===== src/addr_core_pkg.sv =====
// Constants, command codes and state codes for the addressing core.
// Assumes one 20 MHz system clock shared by every module that imports it.
package addr_core_pkg;

    // Widths
    localparam int PC_W      = 12;
    localparam int PAGE_LO_W = 6;
    localparam int NIB_W     = 4;
    localparam int RAM_AW    = 8;
    localparam int RAM_DEPTH = 256;
    localparam int ROM_DW    = 8;
    localparam int PORT_BITS = 16;

    // Program memory addresses
    localparam logic [11:0] PC_RESET      = 12'h000;
    localparam logic [11:0] VEC_BASE      = 12'h002;
    localparam logic [11:0] ROM_2K_MASK   = 12'h7FF;
    localparam logic [11:0] ROM_FULL_MASK = 12'hFFF;
    localparam logic [11:0] DC_STEP       = 12'h001;
    localparam logic [6:0]  LOOKUP_TOP    = 7'h7F;

    // Data memory addresses
    localparam logic [7:0] SPW_ADDR       = 8'hFF;
    localparam logic [7:0] DC_ADDR_LOW    = 8'hFC;
    localparam logic [1:0] STACK_TOP_BITS = 2'h3;
    localparam logic [1:0] STACK_LOW_BITS = 2'h0;
    localparam logic [1:0] LAST_STK_NIB   = 2'h3;
    localparam logic [1:0] LAST_DC_NIB    = 2'h2;
    localparam logic [3:0] LEVEL_STEP     = 4'h1;
    localparam logic [7:0] ADDR_STEP      = 8'h01;
    localparam logic [1:0] IDX_STEP       = 2'h1;

    typedef enum logic [3:0] {
        CMD_NONE        = 4'h0,
        CMD_ADVANCE     = 4'h1,
        CMD_BRANCH_PAGE = 4'h2,
        CMD_JUMP        = 4'h3,
        CMD_CALL        = 4'h4,
        CMD_IRQ         = 4'h5,
        CMD_RET         = 4'h6,
        CMD_RETURN_FROM_IRQ        = 4'h7,
        CMD_TABLE_HIGH  = 4'h8,
        CMD_TABLE_LOW   = 4'h9,
        CMD_LOOKUP      = 4'hA,
        CMD_LOAD_PAGE   = 4'hB,
        CMD_LOAD_WORD   = 4'hC,
        CMD_MEM_PTR     = 4'hD,
        CMD_MEM_IMM     = 4'hE
    } cmd_t;

    typedef enum logic [2:0] {
        IRQ_EXT_ONE   = 3'h0,
        IRQ_SERIAL    = 3'h1,
        IRQ_TIMER_ONE = 3'h2,
        IRQ_TIMER_TWO = 3'h3,
        IRQ_DIVIDER   = 3'h4,
        IRQ_EXT_TWO   = 3'h5
    } irq_src_t;

    typedef enum logic [3:0] {
        S_IDLE    = 4'h0,
        S_SPW_RD  = 4'h1,
        S_SPW_CAP = 4'h2,
        S_SPW_WR  = 4'h3,
        S_STK     = 4'h4,
        S_STK_CAP = 4'h5,
        S_DC_RD   = 4'h6,
        S_DC_CAP  = 4'h7,
        S_DC_WR   = 4'h8,
        S_ROM     = 4'h9,
        S_ROM_CAP = 4'hA,
        S_LUT_RD  = 4'hB,
        S_LUT_CAP = 4'hC,
        S_MEM     = 4'hD,
        S_MEM_CAP = 4'hE
    } state_t;

endpackage


===== src/ram_if.sv =====
// Data-memory port between the addressing core and the nibble RAM.
// Assumes read data follow the address by one clock.
`timescale 1ns/1ps
interface ram_if;
    import addr_core_pkg::*;
    logic [RAM_AW-1:0] addr;
    logic              we;
    logic [NIB_W-1:0]  wdata;
    logic [NIB_W-1:0]  rdata;
    modport core (output addr, output we, output wdata, input rdata);
    modport mem  (input addr, input we, input wdata, output rdata);
endinterface


===== src/addr_core.sv =====
// Program counter, pointer registers, RAM address buffer and RAM stack engine.
// Assumes the sequencer issues one command while cmd_ready is high and the
// program ROM returns rom_data one clock after fetch_addr changes.
`timescale 1ns/1ps

// Summary of operation
// - Twelve-bit counter holds next fetch address
// - Advance by length, or load on transfers
// - Reset clears counter to zero
// - Upper six bits page, lower six word
// - In-page branch replaces lower six bits
// - Last-word branch uses incremented upper bits
// - Call pushes counter advanced by length, loads eleven-bit target
// - Table read returns high or low nibble
// - Lookup byte from pointed nibble plus carry
// - Interrupts load fixed vectors 002 to 00C
// - Small ROM ignores counter top bit
// - Blank ROM reads zero, a no-op
// - Page and word pointer registers, four bits
// - Word pointer selects one of sixteen pins
// - Address buffer is sole RAM address source
// - Save address and flags in four nibbles
// - Return restores counter; interrupt return adds flags
// - Level decremented after save, incremented before restore
// - Stack-level word at FF sets pointer
// - Table pointer in nibbles FC, FD, FE
module addr_core
    import addr_core_pkg::*;
(
    // Clock and reset
    input  wire logic                 ref_clk,
    input  wire logic                 reset_n,
    // Variant strap: high for the 2K-byte program memory
    input  wire logic                 rom_2k,
    // Command from the instruction sequencer
    input  wire logic                 cmd_valid,
    input  wire logic [3:0]           cmd_code,
    input  wire logic [PC_W-1:0]      cmd_operand,
    input  wire logic [1:0]           cmd_len,
    input  wire logic                 cmd_cond,
    input  wire logic [2:0]           irq_src,
    input  wire logic [NIB_W-1:0]     cmd_wdata,
    input  wire logic                 cmd_write,
    input  wire logic [NIB_W-1:0]     flags_in,
    output logic                      cmd_ready,
    // Program memory
    output logic [PC_W-1:0]           fetch_addr,
    input  wire logic [ROM_DW-1:0]    rom_data,
    // Counter and pointers
    output logic [PC_W-1:0]           next_instr_counter,
    output logic [NIB_W-1:0]          page_select_reg,
    output logic [NIB_W-1:0]          word_select_reg,
    output logic [RAM_AW-1:0]         ram_addr_buffer,
    output logic [PORT_BITS-1:0]      port_bit_sel,
    // Results
    output logic [NIB_W-1:0]          acc_data,
    output logic                      acc_load,
    output logic [ROM_DW-1:0]         lookup_byte_out,
    output logic                      lookup_load,
    output logic [NIB_W-1:0]          flags_out,
    output logic                      flags_load,
    output logic [NIB_W-1:0]          mem_rdata,
    output logic                      mem_done
);
    ram_if ram ();

    state_t              state_q, state_d;
    cmd_t                op_q, op_d;
    logic [1:0]          idx_q, idx_d;
    logic [PC_W-1:0]     pc_q, pc_d;
    logic [PC_W-1:0]     target_q, target_d;
    logic [15:0]         stk_q, stk_d;
    logic [NIB_W-1:0]    level_q, level_d;
    logic [PC_W-1:0]     dc_q, dc_d;
    logic [RAM_AW-1:0]   buf_q, buf_d;
    logic [NIB_W-1:0]    page_q, page_d;
    logic [NIB_W-1:0]    word_q, word_d;
    logic                wr_q, wr_d;
    logic [NIB_W-1:0]    wdata_q, wdata_d;
    logic                carry_q, carry_d;
    logic [PC_W-1:0]     rom_addr_q, rom_addr_d;
    logic [NIB_W-1:0]    acc_q, acc_d;
    logic                acc_ld_q, acc_ld_d;
    logic [ROM_DW-1:0]   lut_q, lut_d;
    logic                lut_ld_q, lut_ld_d;
    logic [NIB_W-1:0]    flg_q, flg_d;
    logic                flg_ld_q, flg_ld_d;
    logic [NIB_W-1:0]    mrd_q, mrd_d;
    logic                mdone_q, mdone_d;
    logic                ready_q;
    logic                we_d;
    logic [NIB_W-1:0]    ram_wd_d;

    // Decoding
    wire cmd_t             cmd_w      = cmd_t'(cmd_code);
    wire logic             take_w     = cmd_valid && ready_q;
    wire logic [PC_W-1:0]  rom_mask_w = rom_2k ? ROM_2K_MASK : ROM_FULL_MASK;
    wire logic [PC_W-1:0]  pc_inc_w   = pc_q + PC_W'(cmd_len);
    wire logic [PC_W-1:0]  branch_w   = {pc_inc_w[PC_W-1:PAGE_LO_W], cmd_operand[PAGE_LO_W-1:0]};
    wire logic [PC_W-1:0]  call_w     = {1'b0, cmd_operand[PC_W-2:0]};
    wire logic [PC_W-1:0]  vector_w   = VEC_BASE + {8'h00, irq_src, 1'b0};
    wire logic [RAM_AW-1:0] ptr_addr_w = {page_q, word_q};
    wire logic [RAM_AW-1:0] stk_base_w = {STACK_TOP_BITS, ram.rdata, STACK_LOW_BITS};
    wire logic [RAM_AW-1:0] lvl_base_w = {STACK_TOP_BITS, level_q, STACK_LOW_BITS};
    wire logic [3:0]       nib_pos_w  = {idx_q, 2'b00};
    wire logic [PC_W-1:0]  dc_full_w  = {ram.rdata, dc_q[7:0]};
    wire logic [PC_W-1:0]  lut_addr_w = {LOOKUP_TOP, carry_q, ram.rdata};
    wire logic             push_w     = (op_q == CMD_CALL) || (op_q == CMD_IRQ);
    wire logic             last_stk_w = (idx_q == LAST_STK_NIB);
    wire logic             last_dc_w  = (idx_q == LAST_DC_NIB);

    assign ram.addr  = buf_q;
    assign ram.we    = we_d;
    assign ram.wdata = ram_wd_d;

    always_comb begin
        state_d    = state_q;
        op_d       = op_q;
        idx_d      = idx_q;
        pc_d       = pc_q;
        target_d   = target_q;
        stk_d      = stk_q;
        level_d    = level_q;
        dc_d       = dc_q;
        buf_d      = buf_q;
        page_d     = page_q;
        word_d     = word_q;
        wr_d       = wr_q;
        wdata_d    = wdata_q;
        carry_d    = carry_q;
        acc_d      = acc_q;
        lut_d      = lut_q;
        flg_d      = flg_q;
        mrd_d      = mrd_q;
        acc_ld_d   = 1'b0;
        lut_ld_d   = 1'b0;
        flg_ld_d   = 1'b0;
        mdone_d    = 1'b0;
        we_d       = 1'b0;
        ram_wd_d   = stk_q[nib_pos_w +: NIB_W];
        rom_addr_d = rom_addr_q;
        case (state_q)
            S_IDLE: begin
                if (take_w) begin
                    op_d  = cmd_w;
                    idx_d = 2'h0;
                    case (cmd_w)
                        CMD_ADVANCE: begin
                            pc_d = pc_inc_w;
                        end
                        CMD_BRANCH_PAGE: begin
                            pc_d = cmd_cond ? branch_w : pc_inc_w;
                        end
                        CMD_JUMP: begin
                            pc_d = cmd_operand;
                        end
                        CMD_CALL: begin
                            stk_d    = {flags_in, pc_inc_w};
                            target_d = call_w;
                            buf_d    = SPW_ADDR;
                            state_d  = S_SPW_RD;
                        end
                        CMD_IRQ: begin
                            stk_d    = {flags_in, pc_q};
                            target_d = vector_w;
                            buf_d    = SPW_ADDR;
                            state_d  = S_SPW_RD;
                        end
                        CMD_RET, CMD_RETURN_FROM_IRQ: begin
                            buf_d   = SPW_ADDR;
                            state_d = S_SPW_RD;
                        end
                        CMD_TABLE_HIGH, CMD_TABLE_LOW: begin
                            buf_d   = DC_ADDR_LOW;
                            state_d = S_DC_RD;
                        end
                        CMD_LOOKUP: begin
                            carry_d = flags_in[3];
                            buf_d   = ptr_addr_w;
                            state_d = S_LUT_RD;
                        end
                        CMD_LOAD_PAGE: begin
                            page_d = cmd_operand[NIB_W-1:0];
                        end
                        CMD_LOAD_WORD: begin
                            word_d = cmd_operand[NIB_W-1:0];
                        end
                        CMD_MEM_PTR, CMD_MEM_IMM: begin
                            buf_d   = (cmd_w == CMD_MEM_PTR) ? ptr_addr_w : cmd_operand[RAM_AW-1:0];
                            wr_d    = cmd_write;
                            wdata_d = cmd_wdata;
                            state_d = S_MEM;
                        end
                        default: begin
                            op_d = CMD_NONE;
                        end
                    endcase
                end
            end
            S_SPW_RD: begin
                state_d = S_SPW_CAP;
            end
            S_SPW_CAP: begin
                if (push_w) begin
                    level_d = ram.rdata;
                    buf_d   = stk_base_w;
                    state_d = S_STK;
                end else begin
                    level_d = ram.rdata + LEVEL_STEP;
                    state_d = S_SPW_WR;
                end
            end
            S_SPW_WR: begin
                we_d = 1'b1;
                if (push_w) begin
                    ram_wd_d = level_q - LEVEL_STEP;
                    pc_d     = target_q;
                    state_d  = S_IDLE;
                end else begin
                    ram_wd_d = level_q;
                    buf_d    = lvl_base_w;
                    idx_d    = 2'h0;
                    state_d  = S_STK;
                end
            end
            S_STK: begin
                if (push_w) begin
                    we_d  = 1'b1;
                    idx_d = idx_q + IDX_STEP;
                    if (last_stk_w) begin
                        buf_d   = SPW_ADDR;
                        state_d = S_SPW_WR;
                    end else begin
                        buf_d = buf_q + ADDR_STEP;
                    end
                end else begin
                    state_d = S_STK_CAP;
                end
            end
            S_STK_CAP: begin
                stk_d[nib_pos_w +: NIB_W] = ram.rdata;
                idx_d = idx_q + IDX_STEP;
                buf_d = buf_q + ADDR_STEP;
                if (last_stk_w) begin
                    pc_d    = stk_q[PC_W-1:0];
                    state_d = S_IDLE;
                    if (op_q == CMD_RETURN_FROM_IRQ) begin
                        flg_d    = ram.rdata;
                        flg_ld_d = 1'b1;
                    end
                end else begin
                    state_d = S_STK;
                end
            end
            S_DC_RD: begin
                state_d = S_DC_CAP;
            end
            S_DC_CAP: begin
                dc_d[nib_pos_w +: NIB_W] = ram.rdata;
                if (last_dc_w) begin
                    rom_addr_d = dc_full_w & rom_mask_w;
                    state_d    = S_ROM;
                end else begin
                    idx_d   = idx_q + IDX_STEP;
                    buf_d   = buf_q + ADDR_STEP;
                    state_d = S_DC_RD;
                end
            end
            S_DC_WR: begin
                we_d     = 1'b1;
                ram_wd_d = dc_q[nib_pos_w +: NIB_W];
                idx_d    = idx_q + IDX_STEP;
                buf_d    = buf_q + ADDR_STEP;
                if (last_dc_w) begin
                    state_d = S_IDLE;
                end
            end
            S_LUT_RD: begin
                state_d = S_LUT_CAP;
            end
            S_LUT_CAP: begin
                rom_addr_d = lut_addr_w & rom_mask_w;
                state_d    = S_ROM;
            end
            S_ROM: begin
                state_d = S_ROM_CAP;
            end
            S_ROM_CAP: begin
                rom_addr_d = pc_q & rom_mask_w;
                state_d    = S_IDLE;
                if (op_q == CMD_LOOKUP) begin
                    lut_d    = rom_data;
                    lut_ld_d = 1'b1;
                end else begin
                    acc_d    = (op_q == CMD_TABLE_HIGH) ? rom_data[7:4] : rom_data[3:0];
                    acc_ld_d = 1'b1;
                    if (op_q == CMD_TABLE_HIGH) begin
                        dc_d    = dc_q + DC_STEP;
                        buf_d   = DC_ADDR_LOW;
                        idx_d   = 2'h0;
                        state_d = S_DC_WR;
                    end
                end
            end
            S_MEM: begin
                if (wr_q) begin
                    we_d     = 1'b1;
                    ram_wd_d = wdata_q;
                    mdone_d  = 1'b1;
                    state_d  = S_IDLE;
                end else begin
                    state_d = S_MEM_CAP;
                end
            end
            S_MEM_CAP: begin
                mrd_d   = ram.rdata;
                mdone_d = 1'b1;
                state_d = S_IDLE;
            end
            default: begin
                state_d = S_IDLE;
            end
        endcase
        // Fetch address tracks the counter whenever no ROM data read is pending
        if ((state_d != S_ROM) && (state_d != S_ROM_CAP)) begin
            rom_addr_d = pc_d & rom_mask_w;
        end
    end

    // Counter and fetch path
    always_ff @(posedge ref_clk or negedge reset_n) begin
        if (!reset_n) begin
            pc_q       <= PC_RESET;
            rom_addr_q <= PC_RESET;
        end else begin
            pc_q       <= pc_d;
            rom_addr_q <= rom_addr_d;
        end
    end

    // Sequencing state
    always_ff @(posedge ref_clk or negedge reset_n) begin
        if (!reset_n) begin
            state_q  <= S_IDLE;
            op_q     <= CMD_NONE;
            idx_q    <= 2'h0;
            ready_q  <= 1'b0;
            wr_q     <= 1'b0;
            acc_ld_q <= 1'b0;
            lut_ld_q <= 1'b0;
            flg_ld_q <= 1'b0;
            mdone_q  <= 1'b0;
        end else begin
            state_q  <= state_d;
            op_q     <= op_d;
            idx_q    <= idx_d;
            ready_q  <= (state_d == S_IDLE);
            wr_q     <= wr_d;
            acc_ld_q <= acc_ld_d;
            lut_ld_q <= lut_ld_d;
            flg_ld_q <= flg_ld_d;
            mdone_q  <= mdone_d;
        end
    end

    // Pointers and captured data
    always_ff @(posedge ref_clk or negedge reset_n) begin
        if (!reset_n) begin
            page_q   <= '0;
            word_q   <= '0;
            buf_q    <= '0;
            target_q <= '0;
            stk_q    <= '0;
            level_q  <= '0;
            dc_q     <= '0;
            wdata_q  <= '0;
            carry_q  <= 1'b0;
            acc_q    <= '0;
            lut_q    <= '0;
            flg_q    <= '0;
            mrd_q    <= '0;
        end else begin
            page_q   <= page_d;
            word_q   <= word_d;
            buf_q    <= buf_d;
            target_q <= target_d;
            stk_q    <= stk_d;
            level_q  <= level_d;
            dc_q     <= dc_d;
            wdata_q  <= wdata_d;
            carry_q  <= carry_d;
            acc_q    <= acc_d;
            lut_q    <= lut_d;
            flg_q    <= flg_d;
            mrd_q    <= mrd_d;
        end
    end

    data_ram u_ram (
        .ref_clk (ref_clk),
        .port    (ram)
    );

    bit_select u_bits (
        .ref_clk    (ref_clk),
        .reset_n    (reset_n),
        .word_sel   (word_q),
        .bit_onehot (port_bit_sel)
    );

    assign cmd_ready          = ready_q;
    assign fetch_addr         = rom_addr_q;
    assign next_instr_counter = pc_q;
    assign page_select_reg    = page_q;
    assign word_select_reg    = word_q;
    assign ram_addr_buffer    = buf_q;
    assign acc_data           = acc_q;
    assign acc_load           = acc_ld_q;
    assign lookup_byte_out    = lut_q;
    assign lookup_load        = lut_ld_q;
    assign flags_out          = flg_q;
    assign flags_load         = flg_ld_q;
    assign mem_rdata          = mrd_q;
    assign mem_done           = mdone_q;
endmodule


===== src/bit_select.sv =====
// Registered one-hot decode of the word pointer onto the sixteen port pins.
// Assumes the word pointer comes from a register of the same clock.
`timescale 1ns/1ps
module bit_select
    import addr_core_pkg::*;
(
    // Clock and reset
    input  wire logic                 ref_clk,
    input  wire logic                 reset_n,
    // Pointer in, pin select out
    input  wire logic [NIB_W-1:0]     word_sel,
    output logic      [PORT_BITS-1:0] bit_onehot
);
    genvar i;
    generate
        for (i = 0; i < PORT_BITS; i++) begin : g_bit
            always_ff @(posedge ref_clk or negedge reset_n) begin
                if (!reset_n) begin
                    bit_onehot[i] <= 1'b0;
                end else begin
                    bit_onehot[i] <= (word_sel == NIB_W'(i));
                end
            end
        end
    endgenerate
endmodule


===== src/data_ram.sv =====
// 256 x 4 data memory with registered read data.
// Assumes writes and reads share the single address from the core.
`timescale 1ns/1ps
module data_ram
    import addr_core_pkg::*;
(
    // Clock
    input  wire logic ref_clk,
    // Memory port
    ram_if.mem        port
);
    logic [NIB_W-1:0] mem_q [RAM_DEPTH];
    logic [NIB_W-1:0] rdata_q;

    // Contents are never reset, including the stack-level word
    always_ff @(posedge ref_clk) begin
        if (port.we) begin
            mem_q[port.addr] <= port.wdata;
        end
        rdata_q <= mem_q[port.addr];
    end

    assign port.rdata = rdata_q;
endmodule


===== config.mk =====
export PLATFORM = sky130hd
export DESIGN_NAME = addr_core
export DESIGN_NICKNAME = d
export VERILOG_FILES = /design/src/addr_core_pkg.sv /design/src/ram_if.sv /design/src/addr_core.sv /design/src/bit_select.sv /design/src/data_ram.sv
export SDC_FILE = /design/constraint.sdc
export NUM_CORES = 2
export LEC_CHECK = 0
export CORE_ASPECT_RATIO = 1.1
export CORE_MARGIN = 4
export CORE_UTILIZATION = 53
export DETAILED_ROUTE_END_ITERATION = 10
export DONT_BUFFER_PORTS = 1
export PLACE_DENSITY = 0.68
export SYNTH_ARGS = -nofsm -noshare
export SYNTH_HDL_FRONTEND = slang
export SYNTH_SLANG_ARGS = --single-unit

===== constraint.sdc =====
create_clock -name ref_clk -period 19.2 [get_ports ref_clk]
set_input_delay 2.88 -clock ref_clk [delete_from_list [all_inputs] [get_ports ref_clk]]
set_output_delay 2.88 -clock ref_clk [all_outputs]
set_load 0.01 [all_outputs]

==> results.sh <==
export IMPL_setup_viol=0
export IMPL_die_h_um=327
export IMPL_worst_setup_path_end_kind="register"
export IMPL_worstMarginPinSlew_ns=1.25
export IMPL_placed_area_mm2=0.0501
export IMPL_reg2regPathDepth=8
export IMPL_postCtsResizedCells=0
export IMPL_drc_errors=0
export IMPL_drv_cap=0
export IMPL_hpwl_mm=85.2
export IMPL_ys_flop_type="edfxtp_1"
export IMPL_wl_per_cell_um=32.3
export IMPL_firstDrtPassIters=8
export IMPL_numCtsBuffers=116
export IMPL_io_buffers=0
export IMPL_ir_drop_mv=0.306
export IMPL_top_regs="u_ram.mem_q: 1024 flops, stk_q: 16 flops, u_bits.bit_onehot: 16 flops"
export IMPL_synth_avg_cell_area_um2=16.0
export IMPL_area_growth_pct=10.3
export IMPL_final_antenna_net_count=0
export IMPL_r2r_slack_ns=14.31
export IMPL_status="finished, final reports clean"
export IMPL_yosys_area_top_type="edfxtp_1"
export IMPL_die_area_mm2=0.0974
export IMPL_crit_fanout=42
export IMPL_finalCriticalPeriod_ns=4.89
export IMPL_post_cts_buffers=0
export IMPL_grt_max_degree=257
export IMPL_path_clk_slew_ns=0.06
export IMPL_place_congestion=0.958
export IMPL_layout_setup_ws_ns=14.31
export IMPL_drt_iter0_markers=3743
export IMPL_start_kind="register"
export IMPL_num_rows=116
export IMPL_cts_tree="yes"
export IMPL_rsz0062_at_grt="false"
export IMPL_synth_seq_cells=1168
export IMPL_cts_sinks=1168
export IMPL_crit_required_ns=19.78
export IMPL_grt_pass1_vias=29200
export IMPL_post_place_ws_ns=13.92
export IMPL_synthTopCellsByArea="edfxtp_1 (63%), mux4_2 (10%), dfrtp_1 (7.2%), nor2_1 (2.7%), mux2i_1 (2.2%)"
export IMPL_synth_edf_count=1024
export IMPL_seq_area_frac_synth_pct=70.1
export IMPL_synth_fp_nets=3112
export IMPL_crit_start="ram_addr_buffer[0]"
export IMPL_via_per_inst=6.79
export IMPL_wl_mm=138
export IMPL_pwr_density_cell_mw_per_mm2=166
export IMPL_slew_headroom_pct=14.6
export IMPL_largest_register_ffs=1024
export IMPL_track_usage_pct=28.3
export IMPL_vias=29200
export IMPL_grt_pass1_wl_mm=203
export IMPL_r2r_start="ram_addr_buffer[0]"
export IMPL_clock_skew_ns=0.0307
export IMPL_power_mw=8.98
export IMPL_crit_path_end="u_ram.port.rdata[0]"
export IMPL_fmax_ghz=0.204
export IMPL_antenna_found_initial=1
export IMPL_root_buffer="clkbuf_16"
export IMPL_fin_crit_sh_pct=25.5
export IMPL_clkLatencyLatePin_ns=0.71
export IMPL_dieWidth_um=298
export IMPL_async_reset_ff_share_pct=12.0
export IMPL_hold_viol_final=0
export IMPL_synth_warnings=0
export IMPL_syn_cell_area_mm2=0.0490
export IMPL_tns_ns=0
export IMPL_clk_path_buf_depth=3
export IMPL_htreeDepth=3
export IMPL_start_util_pct=53.7
export IMPL_core_area_mm2=0.0913
export IMPL_final_nets=3068
export IMPL_synth_distinct_cells=83
export IMPL_worstHoldPathType="reg2reg"
export IMPL_overflow=0
export IMPL_r2r_end="u_ram.port.rdata[0]"
export IMPL_cts_hold_buffers_added=0
export IMPL_slew_viol_final=0
export IMPL_max_flop_register="u_ram.mem_q"
export IMPL_p_leak_nw=17.6
export IMPL_hp_start="target_q[8]"
export IMPL_drive_above_1_share_pct=17.0
export IMPL_synthCells=3054
export IMPL_yosysTopAreaCellShare_pct=62.8
export IMPL_finalInstanceArea_mm2=0.0540
export IMPL_io_pins=124
export IMPL_criticalPathCategory="reg2reg"
export IMPL_worst_ep_arrival_time_ns=5.48
cells by family (layout without fill, tap and decap cells):
| logic type | Yosys count | count (layout) | synth area share, % |
|---|---|---|---|
| multiplexers | 364 | 364 | 13.3 |
| flip-flops | 1168 | 1168 | 70.1 |
| other | 0 | 1 | 0 |
| buffers and inverters | 231 | 287 | 2.06 |
| AND/OR/NAND/NOR | 796 | 796 | 7.27 |
| AO/OA/AOI/OAI | 453 | 453 | 6.40 |
| XOR/XNOR | 27 | 27 | 0.483 |
| adder cells (fa/ha/maj) | 15 | 15 | 0.398 |
power by group:
part,internal [mW],total (mW),switching [mW]
Sequential,3.54,3.77,0.238
Combinational,0.875,2.89,2.01
Clock,1.34,2.32,0.980
Total,5.75,8.98,3.23
area by class of cell:
class                           instances  area (µm²)
Fill cell                            6756       37300
Sequential cell                      1168       34300
Multi-Input combinational cell       1655       13800
Clock buffer                          145        3170
Tap cell                             1180        1480
Clock inverter                         73         764
Timing Repair Buffer                   48         435
Inverter                               21        78.8
Antenna cell                            1        2.50
critical path, cell delays in order (launching register included):
cell       delay [ns]
dfrtp_4          0.89
buf_4            0.78
buf_4            0.76
mux4_2           0.62
a22oi_1          0.33
a2111oi_0        0.31
a21oi_1          0.47
o21ai_0          0.16
or3_1            0.38
metal layers:
metal,wire length (µm),global-route usage (%),vias to the layer above
met5,0,0,-
met4,8300,14.6,0
met3,13000,5.90,432
met2,67600,46.5,1788
met1,49500,36.0,15000
li1,-,-,12000
worst min-delay path by stage:
| stage | slack, ns | to | cells after the start |
|---|---|---|---|
| detailed placement | 0.46 | target_q[7] | 2 |
| finish | 0.48 | target_q[8] | 2 |
| floorplan | 0.44 | target_q[7] | 2 |
| CTS | 0.48 | target_q[7] | 2 |
| global route | 0.51 | target_q[7] | 2 |
| global placement | 0.46 | target_q[9] | 2 |
cell usage after synthesis, types with 13 or more instances:
library cell,number
a21oi_1,91
a221oi_1,13
a22o_1,44
a22oi_1,83
a31oi_1,18
and3_1,13
buf_1,21
buf_2,47
clkbuf_1,127
dfrtp_1,140
edfxtp_1,1024
ha_1,14
inv_1,19
mux2_2,28
mux2i_1,109
mux4_2,227
nand2_1,197
nand2b_1,18
nand3_1,75
nand4_1,26
nor2_1,349
nor2b_1,21
nor3_1,33
nor4_1,14
o211ai_1,17
o21ai_0,71
o22ai_1,14
xnor2_1,14
xor2_1,13
cells in the final DEF, fill, tap and decap left out, types with 14 or more instances in the layout:
master        n
a22oi_1      83
a21oi_1      91
a31oi_1      18
o211ai_1     17
buf_4        42
o22ai_1      14
nor3_1       32
mux2_2       28
nand4_1      26
edfxtp_1   1024
ha_1         14
mux2i_1     109
clkinv_1     21
inv_1        19
nor2b_1      18
nor4_1       14
clkinv_2     22
o21ai_0      69
dfrtp_1     134
a22o_1       44
xnor2_1      14
mux4_2      227
nor2_1      346
nand2b_1     18
nand3_1      74
clkbuf_16   121
nand2_1     185
clkbuf_1     18
stage by stage:
step	instances	hold WS [ns]	utilization, %
finish	4291	0.477	59.2
global route	4290	0.515	59.2
CTS	4290	0.480	59.2
detailed placement	4072	0.463	54.9
global placement	4072	0.461	54.9
floorplan	3054	0.438	-
Power figures use the tool's default switching activity.
